### config.mk
export PLATFORM = sky130hd
export DESIGN_NAME = brd_decoder_top
export DESIGN_NICKNAME = d
export VERILOG_FILES = /design/src/brd_decode.sv /design/src/brd_decoder_top.sv
export SDC_FILE = /design/constraint.sdc
export NUM_CORES = 1
export LEC_CHECK = 0
export ABC_AREA = 1
export BUFFER_PORTS_ARGS = -buffer_cell sky130_fd_sc_hd__buf_2
export CAP_MARGIN = 0
export CELL_PAD_IN_SITES_DETAIL_PLACEMENT = 1
export CELL_PAD_IN_SITES_GLOBAL_PLACEMENT = 1
export CORE_MARGIN = 2
export CORE_UTILIZATION = 35
export DETAILED_ROUTE_END_ITERATION = 10
export PLACE_DENSITY = 0.89
export SLEW_MARGIN = 20
export SYNTH_ARGS = -nofsm -noshare
export SYNTH_HDL_FRONTEND = slang
export SYNTH_SLANG_ARGS = --single-unit
### constraint.sdc
create_clock -name i_clk -period 9.2 [get_ports i_clk]
set_input_delay 1.84 -clock i_clk [delete_from_list [all_inputs] [get_ports i_clk]]
set_output_delay 1.84 -clock i_clk [all_outputs]
set_load 0.05 [all_outputs]
### src/brd_decode.sv
// package of map constants plus the per-master region decoder
//------------------------------------------------------------
// Overview of operation
//------------------------------------------------------------
// Overview of operation
// - after any reset, fetches to address zero reach the aliased boot memory
// - addresses zero to 0x000fffff form the boot alias area
// - captured boot select high maps the alias area to the embedded ROM
// - captured boot select low maps the alias area to external chip select 0
// - boot select level is captured once, after reset release when the sync chain has filled, and held until next reset
// - boot select applies unless a REMAP_MASTERS master has remapped; its remap shows internal SRAM instead
// - memories outside the alias stay decodable at fixed bases always
// - host controller window at 0x00500000 goes to the host interface slave
// - display controller window at 0x00600000 goes to the host interface slave
// - external boot runs on slow clock with 16-bit byte-select chip select 0
// - external memory accesses decode to bus matrix slave three
// - trace regions flag SRAM, ROM, external memory and split peripherals
// - system peripherals decode from 0xffffea00 in 256 or 512 byte slots
// - after remap SRAM C appears at zero for processor masters, also at base
// - internal ROM always decodable at 0x00400000
// - unused address areas answer with an abort
package brd_pkg;
    typedef enum logic [2:0] {
        BRD_SL_SRAM = 3'h0,
        BRD_SL_ROM = 3'h1,
        BRD_SL_HOSTIF = 3'h2,
        BRD_SL_EBI = 3'h3,
        BRD_SL_PERIPH = 3'h4,
        BRD_SL_NONE = 3'h7
    } brd_slave_t;
    localparam logic [3:0] BRD_AREA_INTERNAL = 4'h0;
    localparam logic [3:0] BRD_AREA_EXT_FIRST = 4'h1;
    localparam logic [3:0] BRD_AREA_EXT_LAST = 4'h8;
    localparam logic [3:0] BRD_AREA_PERIPH = 4'hf;
    // 1 MB sub-areas of area 0
    localparam logic [7:0] BRD_SUB_ALIAS = 8'h00;
    localparam logic [7:0] BRD_SUB_SRAM_A = 8'h01;
    localparam logic [7:0] BRD_SUB_SRAM_C = 8'h03;
    localparam logic [7:0] BRD_SUB_ROM = 8'h04;
    localparam logic [7:0] BRD_SUB_USB = 8'h05;
    localparam logic [7:0] BRD_SUB_LCD = 8'h06;
    localparam logic [31:0] BRD_TRACE_SRAM_END = 32'h002f_ffff;
    localparam logic [31:0] BRD_TRACE_ROM_BASE = 32'h0040_0000;
    localparam logic [31:0] BRD_TRACE_ROM_END = 32'h004f_ffff;
    localparam logic [31:0] BRD_TRACE_EXT_BASE = 32'h1000_0000;
    localparam logic [31:0] BRD_TRACE_EXT_END = 32'h8fff_ffff;
    localparam logic [31:0] BRD_TRACE_UPER_BASE = 32'hf000_0000;
    localparam logic [31:0] BRD_SYS_TRACE_BASE = 32'hffff_c000;
    localparam logic [31:0] BRD_SYS_PERIPH_BASE = 32'hffff_ea00;
    localparam logic [2:0] BRD_CS0 = 3'h0;
    // external boot defaults driven to the static memory controller
    localparam logic BRD_SMC_BYTE_SELECT = 1'b1;
    localparam logic [4:0] BRD_SMC_BUS_WIDTH = 5'h10;
    localparam logic BRD_SMC_STROBE_FROM_CS = 1'b1;
    localparam logic [1:0] BRD_SYNC_WAIT = 2'h2;
    localparam int BRD_TRACE_W = 8;
endpackage

`timescale 1ns/1ps
module brd_region_decode (
    input wire logic [31:0] i_addr,
    input wire logic i_fetch,
    input wire logic i_boot_internal,
    input wire logic i_remap_alias,
    output brd_pkg::brd_slave_t o_slave,
    output logic [2:0] o_ext_cs,
    output logic o_abort,
    output logic o_hostif_lcd,
    output logic o_sys_periph,
    output logic o_slot_512,
    output logic [brd_pkg::BRD_TRACE_W-1:0] o_trace
);
    import brd_pkg::*;
    logic [3:0] area;
    logic [7:0] sub;
    assign area = i_addr[31:28];
    assign sub = i_addr[27:20];

    always_comb begin
        o_slave = BRD_SL_NONE;
        o_ext_cs = BRD_CS0;
        o_hostif_lcd = 1'b0;
        o_sys_periph = 1'b0;
        o_slot_512 = 1'b0;
        if (area == BRD_AREA_INTERNAL) begin
            if (sub == BRD_SUB_ALIAS) begin
                if (i_remap_alias) begin
                    o_slave = BRD_SL_SRAM;
                end else if (i_boot_internal) begin
                    o_slave = BRD_SL_ROM;
                end else begin
                    o_slave = BRD_SL_EBI;
                end
            end else if (sub >= BRD_SUB_SRAM_A && sub <= BRD_SUB_SRAM_C) begin
                o_slave = BRD_SL_SRAM;
            end else if (sub == BRD_SUB_ROM) begin
                o_slave = BRD_SL_ROM;
            end else if (sub == BRD_SUB_USB) begin
                o_slave = BRD_SL_HOSTIF;
            end else if (sub == BRD_SUB_LCD) begin
                o_slave = BRD_SL_HOSTIF;
                o_hostif_lcd = 1'b1;
            end
        end else if (area >= BRD_AREA_EXT_FIRST && area <= BRD_AREA_EXT_LAST) begin
            o_slave = BRD_SL_EBI;
            o_ext_cs = 3'(area - BRD_AREA_EXT_FIRST);
        end else if (area == BRD_AREA_PERIPH) begin
            o_slave = BRD_SL_PERIPH;
            if (i_addr >= BRD_SYS_PERIPH_BASE) begin
                o_sys_periph = 1'b1;
                // slots from 0xffffea00 are 256 bytes up to 0xfffffc00
                o_slot_512 = (i_addr[15:8] >= 8'hfc);
            end
        end
        o_abort = (o_slave == BRD_SL_NONE);
    end

    // trace comparator inputs: sram d/f, rom d/f, ext d/f, user periph d, sys periph d
    always_comb begin
        o_trace = '0;
        o_trace[0] = !i_fetch && i_addr <= BRD_TRACE_SRAM_END;
        o_trace[1] = i_fetch && i_addr <= BRD_TRACE_SRAM_END;
        o_trace[2] = !i_fetch && i_addr >= BRD_TRACE_ROM_BASE && i_addr <= BRD_TRACE_ROM_END;
        o_trace[3] = i_fetch && i_addr >= BRD_TRACE_ROM_BASE && i_addr <= BRD_TRACE_ROM_END;
        o_trace[4] = !i_fetch && i_addr >= BRD_TRACE_EXT_BASE && i_addr <= BRD_TRACE_EXT_END;
        o_trace[5] = i_fetch && i_addr >= BRD_TRACE_EXT_BASE && i_addr <= BRD_TRACE_EXT_END;
        o_trace[6] = !i_fetch && i_addr >= BRD_TRACE_UPER_BASE && i_addr < BRD_SYS_TRACE_BASE;
        o_trace[7] = !i_fetch && i_addr >= BRD_SYS_TRACE_BASE;
    end
endmodule

### src/brd_decoder_top.sv
// per-master boot and remap address decoder for the bus matrix
`timescale 1ns/1ps
module brd_decoder_top #(
    parameter int NUM_MASTERS = 5,
    parameter logic [NUM_MASTERS-1:0] REMAP_MASTERS = 5'h03
) (
    input wire logic i_clk,
    input wire logic i_reset,
    input wire logic i_boot_select_pin,
    input wire logic [NUM_MASTERS-1:0] i_valid,
    input wire logic [NUM_MASTERS-1:0] i_fetch,
    input wire logic [NUM_MASTERS-1:0][31:0] i_addr,
    input wire logic [NUM_MASTERS-1:0] i_remap_cmd,
    output logic o_boot_ready,
    output logic o_boot_internal,
    output logic o_smc_byte_select,
    output logic [4:0] o_smc_bus_width,
    output logic o_smc_strobe_from_cs,
    output logic [NUM_MASTERS-1:0] o_remap,
    output logic [NUM_MASTERS-1:0] o_resp_valid,
    output brd_pkg::brd_slave_t [NUM_MASTERS-1:0] o_slave,
    output logic [NUM_MASTERS-1:0][2:0] o_ext_cs,
    output logic [NUM_MASTERS-1:0] o_abort,
    output logic [NUM_MASTERS-1:0] o_hostif_lcd,
    output logic [NUM_MASTERS-1:0] o_sys_periph,
    output logic [NUM_MASTERS-1:0] o_slot_512,
    output logic [NUM_MASTERS-1:0][brd_pkg::BRD_TRACE_W-1:0] o_trace
);
    import brd_pkg::*;

    //------------------------------------------------------------
    // boot select capture
    //------------------------------------------------------------
    logic pin_meta_reg;
    logic pin_sync_reg;
    logic [1:0] wait_reg;
    logic [1:0] wait_next;
    logic ready_reg;
    logic ready_next;
    logic boot_int_reg;
    logic boot_int_next;
    logic smc_bs_reg;
    logic [4:0] smc_bw_reg;
    logic smc_sc_reg;

    // captured once the sync chain has filled after release; never again
    always_comb begin
        wait_next = wait_reg;
        ready_next = ready_reg;
        boot_int_next = boot_int_reg;
        if (!ready_reg) begin
            if (wait_reg == BRD_SYNC_WAIT) begin
                ready_next = 1'b1;
                boot_int_next = pin_sync_reg;
            end else begin
                wait_next = 2'(wait_reg + 2'h1);
            end
        end
    end

    always_ff @(posedge i_clk or posedge i_reset) begin
        if (i_reset) begin
            pin_meta_reg <= 1'b0;
            pin_sync_reg <= 1'b0;
            wait_reg <= 2'h0;
            ready_reg <= 1'b0;
            boot_int_reg <= 1'b0;
        end else begin
            pin_meta_reg <= i_boot_select_pin;
            pin_sync_reg <= pin_meta_reg;
            wait_reg <= wait_next;
            ready_reg <= ready_next;
            boot_int_reg <= boot_int_next;
        end
    end

    //------------------------------------------------------------
    // per-master remap state and decode
    //------------------------------------------------------------
    logic [NUM_MASTERS-1:0] remap_reg;
    logic [NUM_MASTERS-1:0] remap_next;
    logic [NUM_MASTERS-1:0] valid_next;
    brd_slave_t [NUM_MASTERS-1:0] slave_next;
    logic [NUM_MASTERS-1:0][2:0] cs_next;
    logic [NUM_MASTERS-1:0] abort_next;
    logic [NUM_MASTERS-1:0] lcd_next;
    logic [NUM_MASTERS-1:0] sysp_next;
    logic [NUM_MASTERS-1:0] s512_next;
    logic [NUM_MASTERS-1:0][BRD_TRACE_W-1:0] trace_next;
    logic [NUM_MASTERS-1:0] valid_reg;
    brd_slave_t [NUM_MASTERS-1:0] slave_reg;
    logic [NUM_MASTERS-1:0][2:0] cs_reg;
    logic [NUM_MASTERS-1:0] abort_reg;
    logic [NUM_MASTERS-1:0] lcd_reg;
    logic [NUM_MASTERS-1:0] sysp_reg;
    logic [NUM_MASTERS-1:0] s512_reg;
    logic [NUM_MASTERS-1:0][BRD_TRACE_W-1:0] trace_reg;

    // remap is a one-way command; only reset takes it back
    always_comb begin
        remap_next = remap_reg | i_remap_cmd;
        valid_next = i_valid & {NUM_MASTERS{ready_reg}};
    end

    genvar m;
    generate
        for (m = 0; m < NUM_MASTERS; m++) begin : g_master
            brd_region_decode u_dec (
                .i_addr(i_addr[m]),
                .i_fetch(i_fetch[m]),
                .i_boot_internal(boot_int_reg),
                .i_remap_alias(remap_reg[m] & REMAP_MASTERS[m]),
                .o_slave(slave_next[m]),
                .o_ext_cs(cs_next[m]),
                .o_abort(abort_next[m]),
                .o_hostif_lcd(lcd_next[m]),
                .o_sys_periph(sysp_next[m]),
                .o_slot_512(s512_next[m]),
                .o_trace(trace_next[m])
            );
        end
    endgenerate

    always_ff @(posedge i_clk or posedge i_reset) begin
        if (i_reset) begin
            remap_reg <= '0;
            valid_reg <= '0;
            slave_reg <= '{default: BRD_SL_NONE};
            cs_reg <= '0;
            abort_reg <= '0;
            lcd_reg <= '0;
            sysp_reg <= '0;
            s512_reg <= '0;
            trace_reg <= '0;
        end else begin
            remap_reg <= remap_next;
            valid_reg <= valid_next;
            slave_reg <= slave_next;
            cs_reg <= cs_next;
            abort_reg <= abort_next & valid_next;
            lcd_reg <= lcd_next;
            sysp_reg <= sysp_next;
            s512_reg <= s512_next;
            trace_reg <= trace_next;
        end
    end

    //------------------------------------------------------------
    // outputs
    //------------------------------------------------------------
    // static defaults for an external boot at slow clock; retuning is software's job
    // kept in flops so that every output leaves a register, even a fixed one
    always_ff @(posedge i_clk or posedge i_reset) begin
        if (i_reset) begin
            smc_bs_reg <= BRD_SMC_BYTE_SELECT;
            smc_bw_reg <= BRD_SMC_BUS_WIDTH;
            smc_sc_reg <= BRD_SMC_STROBE_FROM_CS;
        end else begin
            smc_bs_reg <= BRD_SMC_BYTE_SELECT;
            smc_bw_reg <= BRD_SMC_BUS_WIDTH;
            smc_sc_reg <= BRD_SMC_STROBE_FROM_CS;
        end
    end

    assign o_smc_byte_select = smc_bs_reg;
    assign o_smc_bus_width = smc_bw_reg;
    assign o_smc_strobe_from_cs = smc_sc_reg;
    assign o_boot_ready = ready_reg;
    assign o_boot_internal = boot_int_reg;
    assign o_remap = remap_reg;
    assign o_resp_valid = valid_reg;
    assign o_slave = slave_reg;
    assign o_ext_cs = cs_reg;
    assign o_abort = abort_reg;
    assign o_hostif_lcd = lcd_reg;
    assign o_sys_periph = sysp_reg;
    assign o_slot_512 = s512_reg;
    assign o_trace = trace_reg;
endmodule

Word level (Yosys, flattened, before mapping) --
Index checks and enable logic that the tools add are counted.
Cells by class: $add $sub $neg 6, $mul 0, div/mod/pow operators 0, magnitude comparators 70, eq/ne operators 26, shifts and indexed selects 0, mux-type cells 125, bitwise gates (word level) 5, reduce and logical (&&, ||, !) cells 92
Operators by type and width (number):
- $ge 32x32->1 const B | 15
- $ge 32x23->1 const B | 5
- $ge 32x29->1 const B | 5
- $le 32x22->1 const B | 5
- $le 32x23->1 const B | 5
- $le 32x32->1 const B | 5
- $lt 32x32->1 const B | 5
- $mux 3 | 47
- $eq 8x3->1 const B | 15
- $logic_and 1x1->1 | 75
- $mux 1 | 72
- $ge 8x1->1 const B | 5
- $ge 8x8->1 const B | 5
- $le 8x2->1 const B | 5
- $logic_not 8->1 | 5
- $eq 4x4->1 const B | 5
- $ge 4x1->1 const B | 5
- $le 4x4->1 const B | 5
- $logic_not 4->1 | 5
- $eq 3x3->1 const B | 5
- $sub 3x1->3 const B | 5
- $mux 2 | 6
- $and 5x5->5 | 2
- $logic_not 1->1 | 5
- 5 further kinds | 7
Word-level totals: register bits 106, latch bits 0, bits in writable memories 0, ROM bits 0, input port bits 178, output and inout port bits 109, word-level logic and storage cells 350, memories 0

Longest topological paths before layout --
depth after elaboration 9, mapped depth 10, mapped depth without buffers 10

By module --
From an unflattened synthesis, not the netlist that was laid out.
Second synthesis, totals: cell total of the unflattened synthesis 939, area total of the unflattened synthesis 6535.0 µm²
Modules (own cells, without submodules):
- brd_decoder_top | instances 1, cells each 158, area each 2932.8 µm², sequential area each 2671.3 µm²
- brd_region_decode (g_master[0].u_dec ...) | instances 4, cells each 156, area each 704.4 µm², sequential area each 0.0 µm²
- brd_region_decode (g_master[4].u_dec) | instances 1, cells each 157, area each 784.5 µm², sequential area each 0.0 µm²

Worst setup path before layout --
No wires, ideal clock.
path type input to register, from input i_addr[157] (netlist bit), to register trace_reg (netlist bit o_trace[34]), setup time 0.127 ns, arrival 2.702 ns, required time 9.073 ns, path slack 6.371 ns, stages on the path 7, buffers on the path 0, cells stage by stage inv_1 > ha_1 > nand2_1 > inv_2 > nand3_1 > o21ai_0 > a21oi_1
Between the ends: longest elaborated chain between the ends 3, elaborated cells between the ends (all ways) 4, classes of those cells order compare: 2; reduce/logical: 2
RTL lines:
- from (decl) | line brd_decoder_top.sv:12 | input wire logic [NUM_MASTERS-1:0][31:0] i_addr,
- $ge 32x23->1 | line brd_decode.sv:123 | o_trace[2] = !i_fetch && i_addr >= BRD_TRACE_ROM_BASE && i_addr <= BRD_TRACE_ROM_END;
- $logic_and 1x1->1 | line brd_decode.sv:123
- $logic_and 1x1->1 * | line brd_decode.sv:123
- net g_master[4].u_dec.o_trace, one bit | line brd_decode.sv:71 | output logic [brd_pkg::BRD_TRACE_W-1:0] o_trace
- to (signal assigned) | line brd_decoder_top.sv:144 | trace_reg <= trace_next;
- to (decl) | line brd_decoder_top.sv:97 | logic [NUM_MASTERS-1:0][BRD_TRACE_W-1:0] trace_reg;
Mark *: on every way through the listed nets, which the timed path passes. The rest lies on a longest branch. A chain may end at the register's enable or synchronous reset.

Final worst setup path --
from register ready_reg, in the netlist o_boot_ready, to output o_boot_ready
RTL lines:
- from (decl) | line brd_decoder_top.sv:38 | logic ready_reg;
- from (signal assigned) | line brd_decoder_top.sv:72 | ready_reg <= ready_next;
- to (decl) | line brd_decoder_top.sv:14 | output logic o_boot_ready,
No word-level cell between the ends.

==> flow_summary_export.csv <==
group,metric,value,unit
outcome,status,"finished, final reports clean",
cells_and_area,final_layout_size_suffix_gt1_share,31.3,%
sta,period_needed,3.12,ns
critical_path,worstSetupPathType,"reg -> out",
yosys,yosys.area_share.simple,38.4,%
route,ant_nets,0,
yosys,async_flop_share,100,%
power_and_ir_drop,power,1.10,mW
cells_and_area,final_nets,1394,
sta,final_max_slew_viol_count,0,
yosys,synth.distinct_cells,37,
sta,setup_viol,0,
placed_design,dp.cells,1413,
route,drt_wl_total,21700,µm
yosys,yosysMostFrequentCell,"nand2_1",
clock_network,cts_sinks,106,
global_route,grt_max_degree,56,
power_and_ir_drop,p_per_area,132,nW/µm²
critical_path,worstPathRequired,7.36,ns
power_and_ir_drop,leakage,4.57,nW
power_and_ir_drop,vdd.ir_drop.worst,0.0000743,V
yosys,yosys_warnings,0,
yosys,synth-compound-area-share,5.93,%
critical_path,crit_chain,"buf_2",
route,wl_per_cell,15.2,µm
route,dr_total_vias,6848,
critical_path,r2r-end,"o_abort[0]$_DFF_PP0_",
critical_path,r2r_setup_slack,8.02,ns
global_route,grt-ovfl-total,0,
sta,finalSetupTns,0,ns
clock_network,clockBufferDepth,2,
sta,hold_viol,0,
critical_path,reg2reg_depth,7,
die,initial_core_util,35.7,%
critical_path,cp-end-kind,"output port",
cells_and_area,multi_input_area,3190,µm²
die,coreArea,18000,µm²
clock_network,h-tree-depth,3,
cells_and_area,regArea,2670,µm²
yosys,synthAdderAreaFrac,4.10,%
cells_and_area,nFillCells,2421,
placed_design,place_congestion,0.855,
die,die_y,139,µm
global_route,antenna_found_initial,1,
yosys,synth.area.top_cells,"dfrtp_1 (35%), nand2_1 (13%), nor2_1 (11%)",
sta,slew_headroom,52.2,%
clock_network,cts_root_buffer,"clkbuf_16",
critical_path,cp_top_family,"flip-flops",
global_route,first_global_vias,7417,
cells_and_area,fin_cells,1429,
sta,worst_pin_slew,0.717,ns
yosys,netlist_top_cells_count,"nand2_1 (222), nor2_1 (183), inv_1 (125)",
die,die_area,19400,µm²
global_route,grt_pass1_wl,35800,µm
clock_network,cts-resized-gates,0,
route,drc,0,
min_path,whs_endpoint,"pin_sync_reg$_DFF_PP0_",
clock_network,cts_hold_buffers,0,
cells_and_area,syn_to_final_growth,29.9,%
critical_path,crit_fanout,8,
yosys,syn-cell-area,6410,µm²
yosys,yosysTopAreaCell,"dfrtp_1",
yosys,synth-xor-area-share,0.819,%
yosys,muxShareOfSynthArea,0,%
critical_path,crit_start,"o_boot_ready$_DFF_PP0_",
global_route,grt.total_usage,22.8,%
route,drtPass1Iterations,4,
yosys,yosys.area.top_type_share,35.5,%
cells_and_area,largest_register_ffs,40,
yosys,syn_area_per_cell,7.06,µm²
yosys,synth_top_family_by_area,"simple AND/OR/NAND/NOR gates",
die,num_io_pins,287,
critical_path,cp.arrival,1.28,ns
min_path,hp-class,"reg -> reg",
placed_design,portBuffers,279,
critical_path,r2r_start,"o_boot_internal$_DFFE_PP0P_",
sta,rsz0062_at_grt,"false",
clock_network,worstSkewPairLatency,0.35,ns
die,dieWidth,139,µm
cells_and_area,antenna_cells,0,
yosys,synth-seq-area-share,41.6,%
clock_network,postCtsSetupBuffers,0,
route,via_per_inst,4.79,
yosys,synth_edf_count,0,
critical_path,critPathBufInv,1,
min_path,hp-start,"pin_meta_reg$_DFF_PP0_",
clock_network,cts_tree,"yes",
route,drtIter0Drc,236,
min_path,hold_depth,0,
yosys,ys_ff_latch,106,
clock_network,cts_buffers,9,
die,rows,49,
sta,finClkSkew,0.00639,ns
critical_path,startpoint_type,"flop",
critical_path,crit_slowest_cell,"dfrtp_1",
sta,fmax,321,MHz
yosys,yosys_most_used_dff,"dfrtp_1",
cells_and_area,post-route-util,46.4,%
job,max-cap-violations,0,
sta,layout_worst_path_cycle_share,33.9,%
placed_design,post-dp-hpwl,18500,µm
yosys,syn_inst,908,
clock_network,clkSlewWorstSetupHoldPaths,0.07,ns
critical_path,slowest_delay,0.57,ns
worst max-delay path by stage:
stage / end / slack (ns) / cells after the start
2_1_floorplan: o_abort[0]$_DFF_PP0_ / 4.60 / 1
3_3_place_gp: o_slot_512[1]$_DFF_PP0_ / 6.04 / 3
3_5_place_dp: o_sys_periph[2]$_DFF_PP0_ / 5.96 / 3
4_1_cts: o_boot_ready / 6.03 / 1
5_1_grt: o_boot_ready / 6.01 / 1
6_report: o_boot_ready / 6.08 / 1
logic make-up after synthesis:
family,count (synthesis)
simple gates,562
buf+inv,144
flops,106
compound gates,67
fa+ha+maj,21
xor+xnor,6
other cells,2
routing by layer:
layer  GRT usage (%)  part of all wire [%]  routed length (µm)  vias to the layer above
met5               0                     0                   0                        -
met4            8.77                   3.0                 643                        0
met3            4.03                   5.1                1100                       41
met2            41.4                    51               11100                      194
met1            26.7                    41                8850                     3217
li1                -                     -                   -                     3396
through the flow:
step	instance area (µm²)	worst slack, ns	hold WS [ns]
final	8340	6.08	0.372
after detailed placement	8060	5.96	0.350
after global placement	8060	6.04	0.339
after floorplan	6430	4.60	0.331
after CTS	8340	6.03	0.366
after global routing	8340	6.01	0.371
placed cells by master (no fill, tap or decap), types with 5 or more instances in the layout:
cell,count
nor2_2,14
nand2_1,222
nand4_1,15
conb_1,7
clkbuf_16,9
nand3_1,48
dfstp_2,15
inv_2,10
nor3_2,5
dfrtp_1,91
buf_2,279
a21oi_1,32
xnor2_1,5
nand2_2,13
ha_1,21
nor2_1,183
nor3_1,36
o21ai_0,16
or2_2,6
inv_1,124
power by group:
group          internal (mW)  switching, mW  total (mW)  leakage [nW]
logic                 0.0682          0.175       0.243          3.09
clock network          0.185          0.184       0.369         0.132
registers              0.485        0.00607       0.491          1.34
total                  0.738          0.365        1.10          4.57
final cells by class:
class | count | share of cell area [%]
multi-input cells | 663 | 38.2
repair buffers | 280 | 16.8
clock inverters | 7 | 0.615
flip-flops and latches | 106 | 32.0
inverters | 135 | 6.11
well taps | 229 | 3.44
clock buffers | 9 | 2.70
(Power assumes the default switching activity.)
